===== src/hw/sere_pkg.sv =====
// Constants, types and helper functions shared by the serial EEPROM engine.
// Assumes a single 125 MHz system clock; all timing counts derive from it.
package sere_pkg;

    // ==========================================================
    // Addressing
    localparam logic [3:0] SERE_CTRL_CODE = 4'hA;
    localparam int SERE_PAGE_BYTES = 16;
    localparam int SERE_ARRAY_BYTES = 256;
    localparam logic [7:0] SERE_PTR_RST = 8'h00;

    // ==========================================================
    // Bit framing: eight data bits, then the acknowledge clock
    localparam logic [3:0] SERE_ACK_BIT = 4'h8;
    localparam logic [3:0] SERE_LAST_DATA_BIT = 4'h7;

    // ==========================================================
    // Write cycle time
    localparam int SERE_T_WR_MS = 1;
    localparam int SERE_CLK_KHZ = 125000;
    localparam int SERE_WR_CYCLES_DFLT = SERE_T_WR_MS * SERE_CLK_KHZ;
    localparam int SERE_WR_CNT_W = 17;

    // ==========================================================
    // Receive FIFO: 4-bit page offset plus data byte
    localparam int SERE_FIFO_DEPTH = 4;
    localparam int SERE_FIFO_WIDTH = 12;

    // ==========================================================
    // State encodings
    typedef enum logic [2:0] {
        SERE_ST_IDLE,
        SERE_ST_CTRL,
        SERE_ST_ADDR,
        SERE_ST_WDATA,
        SERE_ST_RDATA
    } sere_bus_st_t;

    typedef enum logic [1:0] {
        SERE_WC_IDLE,
        SERE_WC_DRAIN,
        SERE_WC_COPY,
        SERE_WC_TIME
    } sere_wc_st_t;

    // ==========================================================
    // Helpers
    function automatic logic sere_protected(input logic addr_msb, input logic wp);
        return addr_msb & wp;
    endfunction : sere_protected

    function automatic logic [7:0] sere_page_inc(input logic [7:0] ptr);
        return {ptr[7:4], ptr[3:0] + 4'h1};
    endfunction : sere_page_inc

endpackage : sere_pkg


===== src/hw/sere_fifo.sv =====
// Small synchronous FIFO with valid/ready on both sides.
// Assumes source and sink run on the same clock as the FIFO.
`timescale 1ns/100ps
`default_nettype none

module sere_fifo #(
    parameter int WIDTH = 12,
    parameter int DEPTH = 4
) (
    // Clock and reset
    input wire logic clk_i,
    input wire logic reset_i,
    // Fill side
    input wire logic in_valid_i,
    input wire logic [WIDTH-1:0] in_data_i,
    output logic in_ready_o,
    // Drain side
    output logic out_valid_o,
    output logic [WIDTH-1:0] out_data_o,
    input wire logic out_ready_i
);

    localparam int PW = (DEPTH > 1) ? $clog2(DEPTH) : 1;
    localparam int CW = $clog2(DEPTH + 1);

    typedef struct packed {
        logic [DEPTH-1:0][WIDTH-1:0] mem;
        logic [PW-1:0] wr;
        logic [PW-1:0] rd;
        logic [CW-1:0] cnt;
    } sere_fifo_state_t;

    sere_fifo_state_t r;
    sere_fifo_state_t n;
    logic do_push;
    logic do_pop;

    assign in_ready_o = (r.cnt != CW'(DEPTH));
    assign out_valid_o = (r.cnt != '0);
    assign out_data_o = r.mem[r.rd];
    assign do_push = in_valid_i & in_ready_o;
    assign do_pop = out_valid_o & out_ready_i;

    always_comb begin
        n = r;
        if (do_push) begin
            n.mem[r.wr] = in_data_i;
            n.wr = (r.wr == PW'(DEPTH - 1)) ? '0 : r.wr + PW'(1);
        end
        if (do_pop) begin
            n.rd = (r.rd == PW'(DEPTH - 1)) ? '0 : r.rd + PW'(1);
        end
        if (do_push && !do_pop) begin
            n.cnt = r.cnt + CW'(1);
        end else if (do_pop && !do_push) begin
            n.cnt = r.cnt - CW'(1);
        end
    end

    always_ff @(posedge clk_i) begin
        if (reset_i) begin
            r <= '0;
        end else begin
            r <= n;
        end
    end

endmodule : sere_fifo

`default_nettype wire


===== src/hw/sere_engine.sv =====
// Command engine of a 256-byte two-wire serial EEPROM, bus slave side.
// Assumes SCL and SDA arrive from pins and are resynchronised here; the
// SDA wire level is resolved outside from sda_oe_o (open drain, drive low).
// Expects each SCL phase to last at least four system clocks.
//
// Notes on behaviour
// - Answer only matching control code and selects.
// - Release data line when master withholds acknowledge.
// - Accesses never leave this device's range.
// - Acknowledge write control byte on ninth clock.
// - Next byte loads the address pointer, acknowledged.
// - Stop after data starts write; no acknowledges.
// - Protected writes acknowledged, memory unchanged, full time.
// - Up to sixteen bytes buffered, committed on Stop.
// - Write increments low nibble only, wraps page.
// - Protect input high inhibits upper half writes.
// - Control bytes refused while write cycle runs.
// - Read bit set selects the three reads.
// - Current read sends word after last accessed.
// - Repeated Start keeps pointer, aborts write, reads.
// - Master acknowledge continues with next word.
// - Pointer increments per read, wraps FF to 00.
`timescale 1ns/100ps
`default_nettype none

module sere_engine
    import sere_pkg::*;
#(
    parameter int WR_CYCLES = SERE_WR_CYCLES_DFLT
) (
    // Clock and reset
    input wire logic clk_i,
    input wire logic reset_i,
    // Two-wire bus pins
    input wire logic scl_i,
    input wire logic sda_i,
    output logic sda_o,
    output logic sda_oe_o,
    // Strap pins
    input wire logic [2:0] chip_select_inputs_i,
    input wire logic write_protect_i,
    // Status
    output logic busy_o,
    output logic [7:0] addr_ptr_o
);

    // ==========================================================
    // State
    typedef struct packed {
        logic [2:0] scl_s;
        logic [2:0] sda_s;
        logic [1:0] wp_s;
        logic [1:0][2:0] cs_s;
        sere_bus_st_t st;
        logic [3:0] bitcnt;
        logic [7:0] sh;
        logic [7:0] tx;
        logic drv;
        logic sda_lvl;
        logic mack;
        logic first;
        logic got;
        logic [7:0] ptr;
        logic [3:0] page;
        logic push;
        logic [SERE_FIFO_WIDTH-1:0] push_data;
        sere_wc_st_t wst;
        logic [3:0] cidx;
        logic [SERE_WR_CNT_W-1:0] tmr;
        logic busy;
        logic [SERE_PAGE_BYTES-1:0][7:0] pbuf;
        logic [SERE_PAGE_BYTES-1:0] pmask;
        logic [SERE_ARRAY_BYTES-1:0][7:0] mem;
    } sere_state_t;

    sere_state_t r;
    sere_state_t n;

    logic scl_rise;
    logic scl_fall;
    logic start_det;
    logic stop_det;
    logic sda_in;
    logic ctrl_match;
    logic code_hit;
    logic sel_hit;
    logic fifo_in_ready;
    logic fifo_out_valid;
    logic fifo_out_ready;
    logic [SERE_FIFO_WIDTH-1:0] fifo_out_data;

    // ==========================================================
    // Bus condition detection on the resynchronised second stages
    // Start and Stop are SDA edges while SCL stays high
    assign sda_in = r.sda_s[1];
    assign scl_rise = r.scl_s[1] & ~r.scl_s[2];
    assign scl_fall = ~r.scl_s[1] & r.scl_s[2];
    assign start_det = r.scl_s[1] & r.scl_s[2] & r.sda_s[2] & ~r.sda_s[1];
    assign stop_det = r.scl_s[1] & r.scl_s[2] & ~r.sda_s[2] & r.sda_s[1];

    // Busy blocks every control byte, so polling sees no acknowledge
    assign code_hit = (r.sh[7:4] == SERE_CTRL_CODE);
    assign sel_hit = (r.sh[3:1] == r.cs_s[1]);
    assign ctrl_match = code_hit && sel_hit && !r.busy;

    // Drain stalls while the page buffer is being copied into the array
    assign fifo_out_ready = (r.wst == SERE_WC_IDLE) || (r.wst == SERE_WC_DRAIN);

    // ==========================================================
    // Receive FIFO between the serial front end and the page buffer
    // Four entries are ample: a byte arrives only every nine bus clocks
    sere_fifo #(
        .WIDTH(SERE_FIFO_WIDTH),
        .DEPTH(SERE_FIFO_DEPTH)
    ) u_rx_fifo (
        .clk_i(clk_i),
        .reset_i(reset_i),
        .in_valid_i(r.push),
        .in_data_i(r.push_data),
        .in_ready_o(fifo_in_ready),
        .out_valid_o(fifo_out_valid),
        .out_data_o(fifo_out_data),
        .out_ready_i(fifo_out_ready)
    );

    // ==========================================================
    // Next-state logic
    always_comb begin
        n = r;
        n.push = 1'b0;
        n.scl_s = {r.scl_s[1:0], scl_i};
        n.sda_s = {r.sda_s[1:0], sda_i};
        n.wp_s = {r.wp_s[0], write_protect_i};
        n.cs_s = {r.cs_s[0], chip_select_inputs_i};
        // The pin is open drain: only the enable ever changes the wire
        n.sda_lvl = 1'b0;

        // Serial front end
        if (start_det) begin
            // A repeated Start leaves the pointer untouched and drops the write
            n.st = SERE_ST_CTRL;
            // Every Start ends with a clock fall that carries no bit; parking
            // the counter past the acknowledge slot lets that fall clear it
            n.bitcnt = 4'hF;
            n.drv = 1'b0;
            n.got = 1'b0;
        end else if (stop_det) begin
            if (r.st == SERE_ST_WDATA && r.got) begin
                n.wst = SERE_WC_DRAIN;
                n.busy = 1'b1;
                n.tmr = '0;
            end
            n.st = SERE_ST_IDLE;
            n.drv = 1'b0;
            n.got = 1'b0;
        end else if (r.st != SERE_ST_IDLE) begin
            if (scl_rise) begin
                if (r.bitcnt < SERE_ACK_BIT) begin
                    n.sh = {r.sh[6:0], sda_in};
                end else begin
                    n.mack = ~sda_in;
                end
            end else if (scl_fall) begin
                if (r.bitcnt < SERE_LAST_DATA_BIT) begin
                    n.bitcnt = r.bitcnt + 4'h1;
                    if (r.st == SERE_ST_RDATA) begin
                        n.tx = {r.tx[6:0], 1'b0};
                        n.drv = ~r.tx[6];
                    end
                end else if (r.bitcnt == SERE_LAST_DATA_BIT) begin
                    // Byte complete: decide the acknowledge for the ninth clock
                    n.bitcnt = SERE_ACK_BIT;
                    n.drv = 1'b0;
                    unique case (r.st)
                        SERE_ST_CTRL: begin
                            if (ctrl_match) begin
                                n.drv = 1'b1;
                                if (r.sh[0]) begin
                                    n.st = SERE_ST_RDATA;
                                    n.first = 1'b1;
                                end else begin
                                    n.st = SERE_ST_ADDR;
                                end
                            end else begin
                                n.st = SERE_ST_IDLE;
                            end
                        end
                        SERE_ST_ADDR: begin
                            n.drv = 1'b1;
                            n.ptr = r.sh;
                            n.page = r.sh[7:4];
                            n.pmask = '0;
                            n.st = SERE_ST_WDATA;
                        end
                        SERE_ST_WDATA: begin
                            // A full FIFO cannot take the byte, so it is refused
                            if (fifo_in_ready) begin
                                n.drv = 1'b1;
                                n.push = 1'b1;
                                n.push_data = {r.ptr[3:0], r.sh};
                                // Offset wraps inside the page, so an overrun rewrites earlier bytes
                                n.ptr = sere_page_inc(r.ptr);
                                n.got = 1'b1;
                            end
                        end
                        SERE_ST_RDATA: begin
                            n.first = 1'b0;
                        end
                        SERE_ST_IDLE: begin
                            n.st = SERE_ST_IDLE;
                        end
                        default: begin
                            // An illegal code falls back to idle until the next Start
                            n.st = SERE_ST_IDLE;
                        end
                    endcase
                end else begin
                    // End of the acknowledge clock
                    n.bitcnt = 4'h0;
                    n.drv = 1'b0;
                    if (r.st == SERE_ST_RDATA) begin
                        if (r.first || r.mack) begin
                            n.tx = r.mem[r.ptr];
                            n.drv = ~r.mem[r.ptr][7];
                            n.ptr = r.ptr + 8'h01;
                            n.first = 1'b0;
                        end else begin
                            n.st = SERE_ST_IDLE;
                        end
                    end
                end
            end
        end

        // Page buffer fill from the FIFO
        if (fifo_out_valid && fifo_out_ready) begin
            // Later bytes at the same offset replace earlier ones
            n.pbuf[fifo_out_data[11:8]] = fifo_out_data[7:0];
            n.pmask[fifo_out_data[11:8]] = 1'b1;
        end

        // Self-timed write cycle; the timer runs from the Stop, so drain and
        // copy fall inside it and WR_CYCLES must cover them (at least 18, plus one per byte still in the FIFO),
        // otherwise busy outlasts the programmed time
        if (r.wst != SERE_WC_IDLE) begin
            n.tmr = r.tmr + SERE_WR_CNT_W'(1);
        end
        unique case (r.wst)
            SERE_WC_IDLE: begin
                n.cidx = 4'h0;
            end
            SERE_WC_DRAIN: begin
                if (!fifo_out_valid) begin
                    n.wst = SERE_WC_COPY;
                    n.cidx = 4'h0;
                end
            end
            SERE_WC_COPY: begin
                // Protected bytes are skipped but the full time still runs
                if (r.pmask[r.cidx] && !sere_protected(r.page[3], r.wp_s[1])) begin
                    n.mem[{r.page, r.cidx}] = r.pbuf[r.cidx];
                end
                n.cidx = r.cidx + 4'h1;
                if (r.cidx == 4'hF) begin
                    n.wst = SERE_WC_TIME;
                end
            end
            SERE_WC_TIME: begin
                if (r.tmr >= SERE_WR_CNT_W'(WR_CYCLES - 1)) begin
                    n.wst = SERE_WC_IDLE;
                    n.busy = 1'b0;
                    n.pmask = '0;
                end
            end
        endcase
    end

    // ==========================================================
    // State register
    always_ff @(posedge clk_i) begin
        if (reset_i) begin
            r <= '0;
            // Both bus lines idle high; starting the synchronisers there
            // avoids a false clock edge right after reset
            r.scl_s <= 3'h7;
            r.sda_s <= 3'h7;
        end else begin
            r <= n;
        end
    end

    // ==========================================================
    // Outputs, all straight from the state register
    assign sda_o = r.sda_lvl;
    assign sda_oe_o = r.drv;
    assign busy_o = r.busy;
    assign addr_ptr_o = r.ptr;

endmodule : sere_engine

`default_nettype wire


===== config.mk =====
export PLATFORM = sky130hd
export DESIGN_NAME = sere_engine
export DESIGN_NICKNAME = d
export VERILOG_FILES = /design/src/hw/sere_pkg.sv /design/src/hw/sere_fifo.sv /design/src/hw/sere_engine.sv
export SDC_FILE = /design/constraint.sdc
export NUM_CORES = 2
export LEC_CHECK = 0
export ABC_AREA = 1
export ABC_CLOCK_PERIOD_IN_PS = 3200
export BUFFER_PORTS_ARGS = -buffer_cell sky130_fd_sc_hd__buf_2
export CORE_MARGIN = 1
export CORE_UTILIZATION = 58
export CTS_BUF_LIST = sky130_fd_sc_hd__clkbuf_4 sky130_fd_sc_hd__clkbuf_8 sky130_fd_sc_hd__clkbuf_16
export DETAILED_ROUTE_END_ITERATION = 10
export PLACE_DENSITY = 0.74
export SETUP_SLACK_MARGIN = 0.3
export SYNTH_ARGS = -nofsm -noshare
export SYNTH_HDL_FRONTEND = slang
export SYNTH_SLANG_ARGS = --single-unit

===== constraint.sdc =====
create_clock -name clk_i -period 3.2 [get_ports clk_i]
set_input_delay 0.16 -clock clk_i [delete_from_list [all_inputs] [get_ports clk_i]]
set_output_delay 0.16 -clock clk_i [all_outputs]
set_load 0.01 [all_outputs]

==> flow_summary.json <==
{
  "pwr-share-seq_pct": 43.5,
  "antenna_found_initial": 9,
  "met3_length_um": 39200,
  "path_clk_slew_ps": 60,
  "ys_ff_latch": 2336,
  "clockBufferDepth": 3,
  "grt_pass1_vias": 92800,
  "grt_start_max_net_pins": 166,
  "synth_edf_count": 0,
  "die_h_um": 426,
  "nets": 14100,
  "worst_ir_drop_vdd_v": 0.000620,
  "layout_commonest_cell": "a21oi_1",
  "cts.sinks": 2336,
  "worst_path_largest_cell_delay_ps": 370,
  "vias_per_cell": 6.14,
  "setup_viol": 0,
  "die_area_um2": 181000,
  "numCtsBuffers": 233,
  "dpl.hpwl_um": 204000,
  "hold_viol": 0,
  "synth.avg_cell_area_um2": 7.07,
  "yosysWarnings": 0,
  "holdWs_ps": 86.8,
  "drt-met1-wl_um": 139000,
  "portBuffers": 17,
  "highest_layer": "met5",
  "drv_cap": 0,
  "area_growth_pct": 11.7,
  "ioPinCount": 19,
  "clk_latency_ps": 900,
  "grt_use_total_pct": 36.6,
  "p_int_mw": 48.0,
  "initial_core_util_pct": 58.4,
  "period_share_pct": 91.9,
  "grt_overflow_total": 0,
  "synth_area_um2": 104000,
  "power_density_nw_per_um2": 584,
  "cts_tree": "built",
  "route.met2.wl_um": 156000,
  "max_slew_margin_pct": 29.7,
  "grt_pass1_wl_um": 529000,
  "drc": 0,
  "status": "complete, no violations",
  "cts-root-buf": "clkbuf_16",
  "skew_ps": 28.1,
  "routedWlPerCell_um": 21.1,
  "synth-seq-area-share_pct": 44.9,
  "final_cell_mix": "a21oi_1 (2964), o21ai_0 (2799), dfxtp_1 (2327)",
  "slowest_stage": "dfxtp_4",
  "switching_share_pct": 29.3,
  "switchingPower_mw": 19.9,
  "cp-start-kind": "register",
  "clockPowerShare_pct": 42.0,
  "clock.fmax_mhz": 340,
  "rows": 155,
  "dr.first_iter.drc_count": 14300,
  "gp_congestion": 0.967,
  "rsz0062_at_grt": "true",
  "die_x_um": 426,
  "cp_common_cell": "nand3_1",
  "cp.required_ps": 4000,
  "tns_ps": 0,
  "p_leak_nw": 39.6,
  "wl_um": 351000,
  "arrival_ps": 3740,
  "synthCells": 14700,
  "synthFlopType": "dfxtp_1",
  "slew_viol_final": 0,
  "first_pass_iters": 9,
  "period_minus_slack_ps": 2940,
  "crit_path_max_fanout": 34,
  "async_flop_share_pct": 0,
  "core_um2": 178000,
  "path_cells": "buf_4 -> buf_16 -> buf_16 -> buf_4 -> a21oi_1 -> o21ai_0 -> nand3_1 -> nand3_1 -> nand3_1 -> nand3_1 -> nand3_1 -> nand3_2 -> nand2_1 -> nand2_1 -> a21oi_1",
  "synth.distinct_cells": 48,
  "vias": 102000,
  "worst_hold_path_type": "in -> reg",
  "drive_gt1_share_pct": 7.94,
  "power_frac_comb_pct": 14.5,
  "synthesis.nets": 14800,
  "worstMarginPinSlew_ps": 1050,
  "drtAntennaViolNets": 0,
  "htreeDepth": 4,
  "critical_path_class": "reg -> reg",
  "critPathCaptureType": "register"
}
==> sequential cells by signal (all words and copies together), names as in the netlist <==
name	cells
u_rx_fifo.r	55
sda_oe_o	1
n	8
busy_o	1
r	2263
addr_ptr_o	8
==> power groups by stage <==
| stage | combinational, mW | sequential (mW) | clock, mW |
|---|---|---|---|
| 2_1_floorplan | 4.72 | 30.1 | 0 |
| 3_3_place_gp | 9.34 | 30.2 | 0 |
| 3_5_place_dp | 9.43 | 30.2 | 0 |
| 4_1_cts | 9.48 | 29.5 | 28.6 |
| 5_1_grt | 10.2 | 29.5 | 29.9 |
| 6_report | 9.86 | 29.5 | 28.5 |
==> worst paths after layout <==
| path | startpoint | endpoint | slack [ps] | cells past startpoint |
|---|---|---|---|---|
| setup / recovery | addr_ptr_o[0] | r[2246] | 260 | 15 |
| hold reg to reg | n[2278] | n[2279] | 420 | 1 |
| setup reg to reg | addr_ptr_o[0] | r[2246] | 260 | 15 |
| hold / removal | write_protect_i | n[2276] | 90 | 4 |
==> routing by layer <==
metal	GRT usage, %	up-vias
met5	0	-
met2	56.3	5672
met4	18.6	6
met1	48.7	47600
li1	-	48100
met3	7.13	979
==> worst max-delay path, delay by kind of cell, from the launching register on <==
kind | cells | cell delay (ps)
compound gates | 3 | 370
buf+inv | 4 | 750
simple gates | 8 | 1310
flops | 1 | 370
==> what timing repair did <==
action                                  4_1_cts  5_1_grt
hold buffers                                 13        0
setup buffers                                34       31
resized for setup                           113      153
endpoints found under the setup margin     1248     1372
pin swaps                                     8        4
cloned                                        9       19
endpoints found under the hold margin        48        0
==> cells in the mapped netlist (9+ instances only) <==
cell type  number  area share (%)
inv_1        1817             6.5
dfxtp_1      2336              45
nand3_1      1278             6.1
o21ai_0      2810              13
a211oi_1       10           0.072
o22ai_1        55            0.33
clkinv_1       25           0.090
buf_1         100            0.36
o211ai_1      142             1.0
nor2_1        552             2.0
nand4_1        20            0.12
nor3_4          9            0.14
nand2_2        13           0.078
nor3_1         44            0.21
clkbuf_1     1018             3.7
buf_2         179            0.86
o221ai_1       16            0.13
o21ai_1         9           0.043
o2111ai_1      23            0.19
buf_4          21            0.15
nand2_1      1216             4.4
ha_1           17            0.20
a21oi_1      2968              14
==> final cells by class <==
type	instances	area [µm²]
timing repair inverter	2	22.5
timing repair buffer	448	5610
clock inverter	86	998
fill	15200	62100
tap	2355	2950
antenna	2	5.00
inverter	1849	7020
sequential	2336	46800
clock buffer	344	7060
multi-input combinational	9247	45900
==> kinds of logic (layout without fill, tap and decap cells) <==
family	after synthesis	in the layout	share of synthesized area (%)
compound gates	6055	6055	29.7
buf+inv	3171	2729	11.7
simple gates	3165	3170	13.4
flops	2336	2336	44.9
fa+ha+maj	18	18	0.223
xor+xnor	3	3	0.0252
other cells	1	3	0.00360
==> through the flow <==
stage | power (mW) | instance area [µm²] | setup WS [ps] | instances | util [%]
floorplan | 34.8 | 104000 | 732 | 14700 | -
global placement | 39.5 | 106000 | -12.9 | 16100 | 59.5
detailed placement | 39.6 | 106000 | -115 | 16100 | 59.5
CTS | 67.6 | 115000 | 143 | 16600 | 64.6
global route | 69.6 | 116000 | 151 | 16700 | 65.2
finish | 67.9 | 116000 | 258 | 16700 | 65.2
No activity file was read; power rests on OpenSTA's default activity.
